**config.mk**
```make
export PLATFORM = sky130hd
export DESIGN_NAME = spi_status_flags
export DESIGN_NICKNAME = d
export VERILOG_FILES = /design/src/spi_status_pkg.sv /design/src/pin_sync.sv /design/src/spi_status_flags.sv
export SDC_FILE = /design/constraint.sdc
export NUM_CORES = 1
export LEC_CHECK = 0
export BUFFER_PORTS_ARGS = -buffer_cell sky130_fd_sc_hd__buf_4
export CAP_MARGIN = 20
export CORE_ASPECT_RATIO = 1.25
export CORE_UTILIZATION = 45
export DETAILED_ROUTE_END_ITERATION = 12
export GPL_ROUTABILITY_DRIVEN = 1
export PLACE_DENSITY = 0.61
export RECOVER_POWER = 25
export SLEW_MARGIN = 20
export SYNTH_ARGS = -nofsm -noshare
export SYNTH_HDL_FRONTEND = slang
export SYNTH_HIERARCHICAL = 1
export SYNTH_SLANG_ARGS = --single-unit
```
**constraint.sdc**
```tcl
create_clock -name mclk -period 4.55 [get_ports mclk]
set_input_delay 0.455 -clock mclk [delete_from_list [all_inputs] [get_ports mclk]]
set_output_delay 0.455 -clock mclk [all_outputs]
set_load 0.01 [all_outputs]
```
**src/spi_status_pkg.sv**
```systemverilog
// Constants and carrier types for the serial status block
package spi_status_pkg;
	// Register byte offsets
	localparam logic [3:0] STATUS_OFS = 4'h0;
	localparam logic [3:0] CONTROL_OFS = 4'h4;
	localparam logic [3:0] EVENT_EN_OFS = 4'h8;
	localparam logic [3:0] DATA_PORT_OFS = 4'hc;
	// Status field positions
	localparam int RX_COUNT_LSB = 24;
	localparam int TX_COUNT_LSB = 16;
	localparam int FRAME_ERR_BIT = 12;
	localparam int BUSY_BIT = 11;
	localparam int UNDERRUN_BIT = 8;
	localparam int SHIFTER_EMPTY_BIT = 7;
	localparam int OVERFLOW_BIT = 6;
	localparam int RX_EMPTY_BIT = 5;
	localparam int TX_EMPTY_BIT = 3;
	localparam int TX_FULL_BIT = 1;
	localparam int RX_FULL_BIT = 0;
	// Control and event enable field positions
	localparam int MODULE_ON_BIT = 15;
	localparam int FIFO_MODE_BIT = 16;
	localparam int FRAMED_BIT = 17;
	localparam int OVF_EVENT_EN_BIT = 11;
	localparam int FRM_EVENT_EN_BIT = 12;
	// Reset values and sizes
	localparam logic [31:0] CONTROL_RESET = 32'h0000_0000;
	localparam int FIFO_DEPTH = 16;
	localparam int WORD_BITS = 8;
	localparam int SYNC_STAGES = 2;

	// One register bus request
	typedef struct packed {
		logic [3:0] addr;
		logic [31:0] wdata;
		logic wr;
		logic rd;
	} bus_req_t;

	// Link pins sampled from outside
	typedef struct packed {
		logic sck;
		logic sdi;
		logic ss_n;
	} link_in_t;
endpackage : spi_status_pkg

```
**src/pin_sync.sv**
```systemverilog
// Two-stage synchroniser for a group of pins
`timescale 1ns/1ps
module pin_sync #(
	parameter int WIDTH = 3,
	parameter logic [WIDTH-1:0] RESET_LEVEL = '1
) (
	input wire logic mclk,
	input wire logic rstn,
	input wire logic [WIDTH-1:0] async_in,
	output logic [WIDTH-1:0] sync_out
);
	logic [WIDTH-1:0] stage1;

	// One pair of flops per pin; the first stage feeds only the second
	genvar i;
	for (i = 0; i < WIDTH; i++) begin : g_bit
		always_ff @(posedge mclk or negedge rstn) begin
			if (!rstn) begin
				// Reset to the pin's idle level so no false edge follows reset
				stage1[i] <= RESET_LEVEL[i];
				sync_out[i] <= RESET_LEVEL[i];
			end else begin
				stage1[i] <= async_in[i];
				sync_out[i] <= stage1[i];
			end
		end
	end
endmodule : pin_sync

```
**src/spi_status_flags.sv**
```systemverilog
// Serial unit status flags, buffers and slave shifter
`timescale 1ns/1ps
module spi_status_flags
	import spi_status_pkg::*;
#(
	parameter int DEPTH = spi_status_pkg::FIFO_DEPTH,
	parameter int WBITS = spi_status_pkg::WORD_BITS
) (
	input wire logic mclk,
	input wire logic rstn,
	input wire spi_status_pkg::bus_req_t bus_req,
	output logic [31:0] rdata,
	input wire spi_status_pkg::link_in_t link_in,
	output logic link_sdo,
	output logic link_sdo_oe,
	output logic error_event
);
	import spi_status_pkg::*;

	localparam int PW = $clog2(DEPTH);
	localparam int CW = $clog2(WBITS);

	////////////////////////////////////////////////////////////////////////
	// Declarations

	logic [31:0] control;
	logic [31:0] event_en;
	logic [WBITS-1:0] tx_mem [DEPTH];
	logic [WBITS-1:0] rx_mem [DEPTH];
	logic [PW-1:0] cpu_write_pointer;
	logic [PW-1:0] shifter_read_pointer;
	logic [PW-1:0] shifter_write_pointer;
	logic [PW-1:0] cpu_read_pointer;
	logic [WBITS-1:0] shift_tx;
	logic [WBITS-1:0] shift_rx;
	logic [CW-1:0] bit_count;
	logic shifter_loaded;
	logic frame_error_flag;
	logic tx_underrun_flag;
	logic rx_overflow_flag;
	logic [2:0] link_sync;
	logic sck_d;
	logic ss_n_d;
	logic started;

	////////////////////////////////////////////////////////////////////////
	// Link pin synchronisers

	pin_sync #(
		.WIDTH(3),
		.RESET_LEVEL(3'h1) // Clock low, data low, select high
	) u_sync (
		.mclk(mclk),
		.rstn(rstn),
		.async_in({link_in.sck, link_in.sdi, link_in.ss_n}),
		.sync_out(link_sync)
	);

	wire sck_s = link_sync[2];
	wire sdi_s = link_sync[1];
	wire ss_n_s = link_sync[0];

	// Edge detection on synchronised levels
	wire sck_rise = sck_s & ~sck_d;
	wire sck_fall = ~sck_s & sck_d;
	// Frame start needs no edge of its own; the first clock rise loads the shifter
	wire ss_rise = ss_n_s & ~ss_n_d;

	always_ff @(posedge mclk or negedge rstn) begin
		if (!rstn) begin
			sck_d <= 1'b0;
			ss_n_d <= 1'b1;
		end else begin
			sck_d <= sck_s;
			ss_n_d <= ss_n_s;
		end
	end

	////////////////////////////////////////////////////////////////////////
	// Control fields

	wire module_on = control[MODULE_ON_BIT];
	wire fifo_mode_select = control[FIFO_MODE_BIT];
	wire framed_mode_enable = control[FRAMED_BIT];
	wire overflow_event_enable = event_en[OVF_EVENT_EN_BIT];
	wire frame_error_event_enable = event_en[FRM_EVENT_EN_BIT];

	////////////////////////////////////////////////////////////////////////
	// Register decode

	wire sel_status = bus_req.addr == STATUS_OFS;
	wire sel_control = bus_req.addr == CONTROL_OFS;
	wire sel_event = bus_req.addr == EVENT_EN_OFS;
	wire sel_data = bus_req.addr == DATA_PORT_OFS;
	wire wr_status = bus_req.wr & sel_status;
	wire wr_control = bus_req.wr & sel_control;
	wire wr_event = bus_req.wr & sel_event;
	wire wr_data = bus_req.wr & sel_data;
	wire rd_data = bus_req.rd & sel_data;

	// Turning the unit off holds buffers and error flags clear
	wire unit_clear = ~module_on;

	////////////////////////////////////////////////////////////////////////
	// Buffer occupancy

	wire [PW-1:0] tx_used = cpu_write_pointer - shifter_read_pointer;
	wire [PW-1:0] rx_used = shifter_write_pointer - cpu_read_pointer;
	wire [4:0] tx_fifo_count = 5'(tx_used);
	wire [4:0] rx_fifo_count = 5'(rx_used);
	wire [PW-1:0] cwp_next = cpu_write_pointer + PW'(1);
	wire [PW-1:0] swp_next = shifter_write_pointer + PW'(1);

	// Full and empty follow the pointers in FIFO mode, one slot otherwise
	wire tx_full_fifo = cwp_next == shifter_read_pointer;
	wire rx_full_fifo = swp_next == cpu_read_pointer;
	wire tx_full_single = tx_used != '0;
	wire rx_full_single = rx_used != '0;
	wire tx_buffer_full_flag = fifo_mode_select ? tx_full_fifo : tx_full_single;
	wire rx_buffer_full_flag = fifo_mode_select ? rx_full_fifo : rx_full_single;
	wire tx_buffer_empty_flag = cpu_write_pointer == shifter_read_pointer;
	wire rx_fifo_empty_flag = cpu_read_pointer == shifter_write_pointer;
	wire shifter_empty_flag = ~shifter_loaded;

	// Writes into a full buffer and reads of an empty one are dropped
	wire tx_push = wr_data & module_on & ~tx_buffer_full_flag;
	wire rx_pop = rd_data & module_on & ~rx_fifo_empty_flag;

	////////////////////////////////////////////////////////////////////////
	// Shifter events

	wire link_active = module_on & ~ss_n_s;
	wire word_start = link_active & sck_rise & (bit_count == '0);
	wire word_done = link_active & sck_rise & (bit_count == CW'(WBITS - 1));
	wire tx_pop = word_start & ~tx_buffer_empty_flag;
	wire underrun = word_start & tx_buffer_empty_flag & framed_mode_enable;
	wire rx_push = word_done & ~rx_buffer_full_flag;
	wire overflow = word_done & rx_buffer_full_flag;
	wire frame_error = module_on & framed_mode_enable & ss_rise
		& (bit_count != '0);
	wire [WBITS-1:0] rx_word = {shift_rx[WBITS-2:0], sdi_s};

	// Busy while a frame is selected or a word still sits in the shifter
	wire unit_busy_flag = link_active | shifter_loaded | started;

	////////////////////////////////////////////////////////////////////////
	// Control registers

	always_ff @(posedge mclk or negedge rstn) begin
		if (!rstn) begin
			control <= CONTROL_RESET;
		end else if (wr_control) begin
			control <= bus_req.wdata;
		end
	end

	always_ff @(posedge mclk or negedge rstn) begin
		if (!rstn) begin
			event_en <= CONTROL_RESET;
		end else if (wr_event) begin
			event_en <= bus_req.wdata;
		end
	end

	////////////////////////////////////////////////////////////////////////
	// Buffer storage

	always_ff @(posedge mclk) begin
		if (tx_push) begin
			tx_mem[cpu_write_pointer] <= bus_req.wdata[WBITS-1:0];
		end
		if (rx_push) begin
			rx_mem[shifter_write_pointer] <= rx_word;
		end
	end

	// Transmit pointers
	always_ff @(posedge mclk or negedge rstn) begin
		if (!rstn) begin
			cpu_write_pointer <= '0;
			shifter_read_pointer <= '0;
		end else if (unit_clear) begin
			cpu_write_pointer <= '0;
			shifter_read_pointer <= '0;
		end else begin
			if (tx_push) begin
				cpu_write_pointer <= cwp_next;
			end
			if (tx_pop) begin
				shifter_read_pointer <= shifter_read_pointer + PW'(1);
			end
		end
	end

	// Receive pointers
	always_ff @(posedge mclk or negedge rstn) begin
		if (!rstn) begin
			shifter_write_pointer <= '0;
			cpu_read_pointer <= '0;
		end else if (unit_clear) begin
			shifter_write_pointer <= '0;
			cpu_read_pointer <= '0;
		end else begin
			if (rx_push) begin
				shifter_write_pointer <= swp_next;
			end
			if (rx_pop) begin
				cpu_read_pointer <= cpu_read_pointer + PW'(1);
			end
		end
	end

	////////////////////////////////////////////////////////////////////////
	// Shift engine, slave side

	// Receive sampling and bit counting on rising link clock
	always_ff @(posedge mclk or negedge rstn) begin
		if (!rstn) begin
			shift_rx <= '0;
			bit_count <= '0;
		end else if (!link_active) begin
			bit_count <= '0;
		end else if (sck_rise) begin
			shift_rx <= rx_word;
			bit_count <= bit_count + CW'(1);
		end
	end

	// Transmit load at word start, shift on falling link clock
	always_ff @(posedge mclk or negedge rstn) begin
		if (!rstn) begin
			shift_tx <= '0;
			shifter_loaded <= 1'b0;
			started <= 1'b0;
		end else if (!link_active) begin
			shifter_loaded <= 1'b0;
			started <= 1'b0;
		end else begin
			if (word_start) begin
				shift_tx <= tx_pop ? tx_mem[shifter_read_pointer] : '0;
				shifter_loaded <= tx_pop;
				started <= 1'b1;
			end else if (sck_fall) begin
				shift_tx <= {shift_tx[WBITS-2:0], 1'b0};
			end
			if (word_done) begin
				shifter_loaded <= 1'b0;
				started <= 1'b0;
			end
		end
	end

	// Serial output from a flop; driven only while selected
	always_ff @(posedge mclk or negedge rstn) begin
		if (!rstn) begin
			link_sdo <= 1'b0;
			link_sdo_oe <= 1'b0;
		end else begin
			link_sdo <= shift_tx[WBITS-1];
			link_sdo_oe <= link_active;
		end
	end

	////////////////////////////////////////////////////////////////////////
	// Error flags; a hardware set wins over a software clear

	wire clr_frame = wr_status & ~bus_req.wdata[FRAME_ERR_BIT];
	wire clr_under = wr_status & ~bus_req.wdata[UNDERRUN_BIT];
	wire clr_over = wr_status & ~bus_req.wdata[OVERFLOW_BIT];

	always_ff @(posedge mclk or negedge rstn) begin
		if (!rstn) begin
			frame_error_flag <= 1'b0;
		end else if (frame_error) begin
			frame_error_flag <= 1'b1;
		end else if (clr_frame || unit_clear) begin
			frame_error_flag <= 1'b0;
		end
	end

	always_ff @(posedge mclk or negedge rstn) begin
		if (!rstn) begin
			tx_underrun_flag <= 1'b0;
		end else if (underrun) begin
			tx_underrun_flag <= 1'b1;
		end else if (clr_under || unit_clear) begin
			tx_underrun_flag <= 1'b0;
		end
	end

	always_ff @(posedge mclk or negedge rstn) begin
		if (!rstn) begin
			rx_overflow_flag <= 1'b0;
		end else if (overflow) begin
			rx_overflow_flag <= 1'b1;
		end else if (clr_over || unit_clear) begin
			rx_overflow_flag <= 1'b0;
		end
	end

	// Error event gated by its enables
	always_ff @(posedge mclk or negedge rstn) begin
		if (!rstn) begin
			error_event <= 1'b0;
		end else begin
			error_event <= (rx_overflow_flag & overflow_event_enable)
				| (frame_error_flag & frame_error_event_enable);
		end
	end

	////////////////////////////////////////////////////////////////////////
	// Read path

	// Status word; unimplemented ranges stay zero
	wire [31:0] status_word = {
		3'h0, rx_fifo_count,
		3'h0, tx_fifo_count,
		3'h0, frame_error_flag, unit_busy_flag, 2'h0, tx_underrun_flag,
		shifter_empty_flag, rx_overflow_flag, rx_fifo_empty_flag, 1'b0,
		tx_buffer_empty_flag, 1'b0, tx_buffer_full_flag, rx_buffer_full_flag
	};

	wire [31:0] data_word = {{(32 - WBITS){1'b0}}, rx_mem[cpu_read_pointer]};

	// Read mux; unmapped offsets answer zero
	wire [31:0] read_mux = sel_status ? status_word :
		sel_control ? control :
		sel_event ? event_en :
		(sel_data && !rx_fifo_empty_flag) ? data_word : 32'h0000_0000;

	always_ff @(posedge mclk or negedge rstn) begin
		if (!rstn) begin
			rdata <= 32'h0000_0000;
		end else if (bus_req.rd) begin
			rdata <= read_mux;
		end else begin
			rdata <= 32'h0000_0000;
		end
	end
endmodule : spi_status_flags

```
# Word-level counts from Yosys, hierarchy flattened
# Memories as Yosys holds them, arrays and structs flattened.
# Cells that the tools add are included.
[totals] reg_bits=146 latch_bits=0 ramBits=256 mem_bits_ro=0 input_bits=43 out_inout_bits=35 wordCells=146 memories=2
[memory_table] memory="rx_mem" words=16 word_bits=8 read_ports=1 rd_clocked_by_memory_dff=0 write_ports=1 line_no="spi_status_flags.sv:29" source="logic [WBITS-1:0] rx_mem [DEPTH];"
[memory_table] memory="tx_mem" words=16 word_bits=8 read_ports=1 rd_clocked_by_memory_dff=0 write_ports=1 line_no="spi_status_flags.sv:28" source="logic [WBITS-1:0] tx_mem [DEPTH];"
[classes] add_sub_neg=7 n_mul=0 div_mod_pow=0 order_cmp=0 n_eq_ne=14 n_shift=0 mux=36 n_bitwise=45 n_reduce_logical=16
[op_table] operator="$mux W32" count=4
[op_table] operator="$mux W4" count=8
[op_table] operator="$mux W8" count=4
[op_table] operator="$and A1 B1 Y1" count=29
[op_table] operator="$mux W1" count=18
[op_table] operator="$add A4 B1 Y4 const B" count=4
[op_table] operator="$eq A4 B4 Y1" count=4
[op_table] operator="$not A1 Y1" count=13
[op_table] operator="$eq A4 B4 Y1 const B" count=2
[op_table] operator="$ne A2 B1 Y1 const B" count=4
[op_table] operator="$reduce_bool A2 Y1" count=4
[op_table] operator="$reduce_bool A4 Y1" count=2
[op_table] operator="$sub A4 B4 Y4" count=2
[op_table] operator="$mux W3" count=2
[op_table] operator="$eq A4 B3 Y1 const B" count=1
[op_table] operator="$logic_not A4 Y1" count=1
[op_table] operator="$reduce_and A2 Y1" count=2
[op_table] operator="$add A3 B1 Y3 const B" count=1
[op_table] operator="$eq A3 B3 Y1 const B" count=1
[op_table] operator="$logic_not A3 Y1" count=1
[op_table] operator="$logic_or A1 B1 Y1" count=3
[op_table] operator="$ne A3 B1 Y1 const B" count=1
[op_table] operator="$or A1 B1 Y1" count=3
[op_table] operator="$reduce_bool A3 Y1" count=1
[op_table] operator="other kinds (3)" count=3

# Logic depth before layout (Yosys ltp)
[logic_depth] ltp_word=8 mapped_depth=11 mapped_depth_nobuf=10

# Cells and area by module
# The synthesis kept the hierarchy.
[by_module_without_submodules] mod="spi_status_flags" instances=1 cells_per_inst=947 area_per_inst_um2=16166.8 seq_area_each_um2=11192.0
[by_module_without_submodules] mod="pin_sync" instances=1 cells_per_inst=6 area_per_inst_um2=152.6 seq_area_each_um2=152.6

# Least setup slack after synthesis
# OpenSTA, ideal clock, no wires.
[synth_timing] path_kind="register -> register" from="reg cpu_read_pointer[1]" to="mem rx_mem[0][0] (netlist name) (enable)" setup_ps=395 arrival_time_ps=3176 required_ps=4155 slack_ps=979 path_stages_with_launch=11 n_path_buf=3 period_less_slack_ps=3571 cell_sequence="dfrtp_1 buf_2 buf_1 inv_1 ha_1 nor2b_1 o21ai_0 a311oi_1 or4b_1 buf_2 nor4_1"
[synth_between] elab_chain_len=7 elab_cells_between_ends=8 cone_classes="add/sub: 1; eq/ne: 1; mux: 3; bitwise: 2; reduce/logical: 1"
[synth_lines] item="start, declared" line_no="spi_status_flags.sv:33" source="logic [PW-1:0] cpu_read_pointer;"
[synth_lines] item="start signal, assigned" line_no="spi_status_flags.sv:208" source="cpu_read_pointer <= cpu_read_pointer + PW'(1);"
[synth_lines] item="$sub A4 B4 Y4" line_no="spi_status_flags.sv:108" source="wire [PW-1:0] rx_used = shifter_write_pointer - cpu_read_pointer;"
[synth_lines] item="$reduce_bool A4 Y1" line_no="spi_status_flags.sv:118" source="wire rx_full_single = rx_used != '0;"
[synth_lines] item="$mux W1 *" line_no="spi_status_flags.sv:120" source="wire rx_buffer_full_flag = fifo_mode_select ? rx_full_fifo : rx_full_single;"
[synth_lines] item="$not A1 Y1 *" line_no="spi_status_flags.sv:137" source="wire rx_push = word_done & ~rx_buffer_full_flag;"
[synth_lines] item="$and A1 B1 Y1 *" line_no="spi_status_flags.sv:137"
[synth_lines] item="$mux W1 *" line_no="spi_status_flags.sv:172" source="if (rx_push) begin"
[synth_lines] item="$mux W1 (not written as such) *" line_no="spi_status_flags.sv:173" source="rx_mem[shifter_write_pointer] <= rx_word;"
[synth_lines] item="end, declared" line_no="spi_status_flags.sv:29"
# Mark *: on every way between the ends. The rest lies on a longest branch, timed or not.

# Worst setup path after layout
[layout_timing] from="reg shifter_read_pointer[2]" to="mem tx_mem[9][2] (netlist name) (enable)"
[layout_between] elab_chain_len=7 elab_cells_between_ends=8 cone_classes="add/sub: 1; eq/ne: 1; mux: 3; bitwise: 2; reduce/logical: 1"
[layout_lines] item="start, declared" line_no="spi_status_flags.sv:31" source="logic [PW-1:0] shifter_read_pointer;"
[layout_lines] item="start signal, assigned" line_no="spi_status_flags.sv:190" source="shifter_read_pointer <= shifter_read_pointer + PW'(1);"
[layout_lines] item="$sub A4 B4 Y4" line_no="spi_status_flags.sv:107" source="wire [PW-1:0] tx_used = cpu_write_pointer - shifter_read_pointer;"
[layout_lines] item="$reduce_bool A4 Y1" line_no="spi_status_flags.sv:117" source="wire tx_full_single = tx_used != '0;"
[layout_lines] item="$mux W1 *" line_no="spi_status_flags.sv:119" source="wire tx_buffer_full_flag = fifo_mode_select ? tx_full_fifo : tx_full_single;"
[layout_lines] item="$not A1 Y1 *" line_no="spi_status_flags.sv:126" source="wire tx_push = wr_data & module_on & ~tx_buffer_full_flag;"
[layout_lines] item="$and A1 B1 Y1 *" line_no="spi_status_flags.sv:126"
[layout_lines] item="$mux W1 *" line_no="spi_status_flags.sv:169" source="if (tx_push) begin"
[layout_lines] item="$mux W1 (not written as such) *" line_no="spi_status_flags.sv:170" source="tx_mem[cpu_write_pointer] <= bus_req.wdata[WBITS-1:0];"
[layout_lines] item="end, declared" line_no="spi_status_flags.sv:28"
# Marked as above.

==> metrics.md <==
| Metric | Value |
|---|---|
| Async SR Flop Fraction | 0.363 |
| Synthesized flop and latch total | 402 |
| Routed vias/inst | 5.58 |
| Via count | 8681 |
| Worst Path Required | 4.75 ns |
| Peak per-stage delay on the critical path | 0.71 ns |
| CTS H-Tree Depth | 2 |
| Aggregate global routing overflow | 0 |
| Fin cells | 1557 |
| Critical path, cell by cell | clkinv_1 -> ha_1 -> xor2_1 -> o31a_1 -> a311oi_1 -> and4_1 -> and2b_1 -> and3_1 |
| # fillers | 2842 |
| Max clock buf depth | 3 |
| Mapped cell area | 0.0163 mm2 |
| CTS tree | built |
| Crit Path Class | register to register |
| Worst Hold Slack | 0.0390 ns |
| Number of global-route vias before repair | 9275 |
| Layout cells sized above 1 | 0.283 |
| Number of flops mapped to enable cells by yosys | 256 |
| Post-synth cell types | 57 |
| # DRC | 0 |
| Input/output buffers | 77 |
| CORE AREA | 0.0356 mm2 |
| Initial DRC count | 692 |
| Die Area | 0.0370 mm2 |
| Outcome | finished clean |
| Yosys warns | 6 |
| Avg Synthesized Cell Area | 17.1 um2 |
| Initial antenna violation count | 0 |
| # IOs | 78 |
| Syn Inst Count | 953 |
| Leakage | 6.92 nW |
| Crit-path slowest cell | dfrtp_1 |
| Layout area overhead | 15.4% |
| Fmax | 267 MHz |
| Final Hold Fails | 0 |
| Post-DP HPWL | 24800 um |
| Number of max-cap violations | 0 |
| Hold Crit Class | primary input to register |
| Clk Latency, worst-skew pair | 0.54 ns |
| Slew @ Worst Pin | 1.19 ns |
| Fin. max-slew vios | 0 |
| Final ANT Viol Nets | 0 |
| Util after Layout | 0.530 |
| Routed WL per cell | 23.9 um |
| CP startpoint kind | register |
| RD Place Congestion | 0.797 |
| Routed WL | 37200 um |
| Most frequent cells in the layout | edfxtp_1, dfrtp_1, buf_4 |
| N_diodes | 0 |
| PwrDens | 429 mW/mm2 |
| Die height | 215 um |
| Final Setup Violations | 0 |
| DRT Pass-1 Iters | 5 |
| Largest net degree at the start of global routing | 64 |
| Worst VDD drop | 0.366 mV |
| Num CTS Buffers | 42 |
| DIE WIDTH | 172 um |
| RSZ-0062 raised after global routing | false |
| Main flop type after synthesis | edfxtp_1 |
| Commonest non-fill, non-tap cell in the layout | edfxtp_1 |
| Root Driver | clkbuf_16 |
| CP max FO | 13 |
| Seq/Total Area, Yosys | 0.695 |
| Setup Skew | 0.0303 ns |
| Clock-pin slew on the worst setup and hold paths | 0.06 ns |
| Total negative slack | 0 ns |
| Critical Path AT | 3.94 ns |
| Slew HR | 0.209 |
| NumNets Final | 1114 |
| FP Rows | 77 |
| Gr usage total | 0.211 |
| Sink Count | 402 |
| Initial Util | 0.459 |
| Clock period minus worst slack | 3.74 ns |
| First-pass GRT wire length | 57700 um |
| Crit share post-route | 0.822 |
| Syn_nets | 1017 |
| Placed cells | 1478 |
| Worst setup EP type | register |
## through the flow
step	cell area, um2	power [mW]	setup WS, ns
after detailed placement	17500	4.80	0.828
after floorplan	16300	4.56	0.979
after global placement	17500	4.78	0.912
final	18800	8.07	0.810
after global routing	18800	8.35	0.504
after CTS	18900	8.17	0.805
## cell type report
type	instances	area, um2	area share
timing repair buffer	103	752	0.0399
sequential	402	11300	0.603
inverter	24	90.1	0.00478
multi-input combinational	477	4690	0.249
tap	474	593	0.0315
clock inverter	26	220	0.0117
clock buffer	51	1140	0.0603
## Yosys cell counts (5+ instances only)
cell type | n | share of area
xor2_1 | 5 | 0.0027
mux2_2 | 60 | 0.041
a22oi_1 | 18 | 0.0083
o21ai_0 | 30 | 0.0092
a21oi_1 | 21 | 0.0064
ha_1 | 19 | 0.015
and2_1 | 14 | 0.0054
clkbuf_1 | 24 | 0.0055
inv_1 | 22 | 0.0051
mux2i_1 | 6 | 0.0037
nand2b_1 | 8 | 0.0031
dfrtp_1 | 143 | 0.22
mux2_1 | 12 | 0.0083
nor3_1 | 6 | 0.0018
and3_1 | 8 | 0.0031
nand3_1 | 11 | 0.0034
a221oi_1 | 6 | 0.0032
nor2b_1 | 9 | 0.0034
buf_2 | 15 | 0.0046
nor2_1 | 47 | 0.011
mux4_2 | 77 | 0.11
and4_1 | 10 | 0.0054
nand2_1 | 41 | 0.0094
edfxtp_1 | 256 | 0.47
xnor2_1 | 15 | 0.0081
buf_1 | 10 | 0.0023
nor4_1 | 7 | 0.0027
## routing by layer
layer | up-vias | global-route usage | wire [um] | part of all wire
met4 | 0 | 0.0599 | 867 | 0.023
met3 | 54 | 0.0271 | 1440 | 0.039
li1 | 3882 | - | - | -
met5 | - | 0 | 0 | 0
met1 | 4521 | 0.271 | 15200 | 0.41
met2 | 224 | 0.372 | 19700 | 0.53
## state kept, by name, indices dropped and copies added, names as in the netlist, 7 cells and up
signal,cells
control,32
event_en,32
rdata,32
rx_mem,128
shift_rx,7
shift_tx,8
tx_mem,128
## critical path, delay by kind of cell, from the launching register on
family	cells	cell delay (ns)
adders and majority gates	1	0.42
buffers and inverters	1	0.39
DFF	1	0.71
AOI/OAI and AO/OA	2	0.60
and+or+nand+nor	3	1.11
xor gates and xnor gates	1	0.17
## report_power, final
group          internal, mW  total [mW]  leakage, nW  switching [mW]
combinational         0.202       0.411         2.04           0.209
clock                  1.95        3.35        0.656            1.40
sequential             4.14        4.31         4.23           0.171
## cell families (layout without fill, tap and decap cells)
| family | after synthesis | count (layout) | synth area share |
|---|---|---|---|
| simple gates | 178 | 178 | 0.0576 |
| compound gates | 102 | 102 | 0.0405 |
| buf+inv | 74 | 204 | 0.0184 |
| mux | 155 | 155 | 0.160 |
| flops | 402 | 402 | 0.695 |
| fa+ha+maj | 21 | 21 | 0.0170 |
| xor+xnor | 21 | 21 | 0.0117 |
## path summary, 6_finish.rpt
check                                         from  depth (start not counted)  slack (ns)                  to
max                        shifter_read_pointer[2]                          8        0.81        tx_mem[9][2]
min                                     link_in[0]                          1        0.04    u_sync/stage1[0]
max reg2reg                shifter_read_pointer[2]                          8        0.81        tx_mem[9][2]
min reg2reg                       u_sync/stage1[1]                          0        0.35  u_sync/sync_out[1]
max in group asynchronous                     rstn                          3        2.97        bit_count[1]
min in group asynchronous                     rstn                          2        0.45    u_sync/stage1[1]
## repair_timing
| action | in CTS | in global routing |
|---|---|---|
| setup buffers | 0 | 0 |
| endpoints found under the setup margin | 0 | 0 |
| endpoints found under the hold margin | 62 | 0 |
| hold buffers | 2 | 0 |
| resized for setup | 0 | 0 |
(Power assumes the default switching activity.)
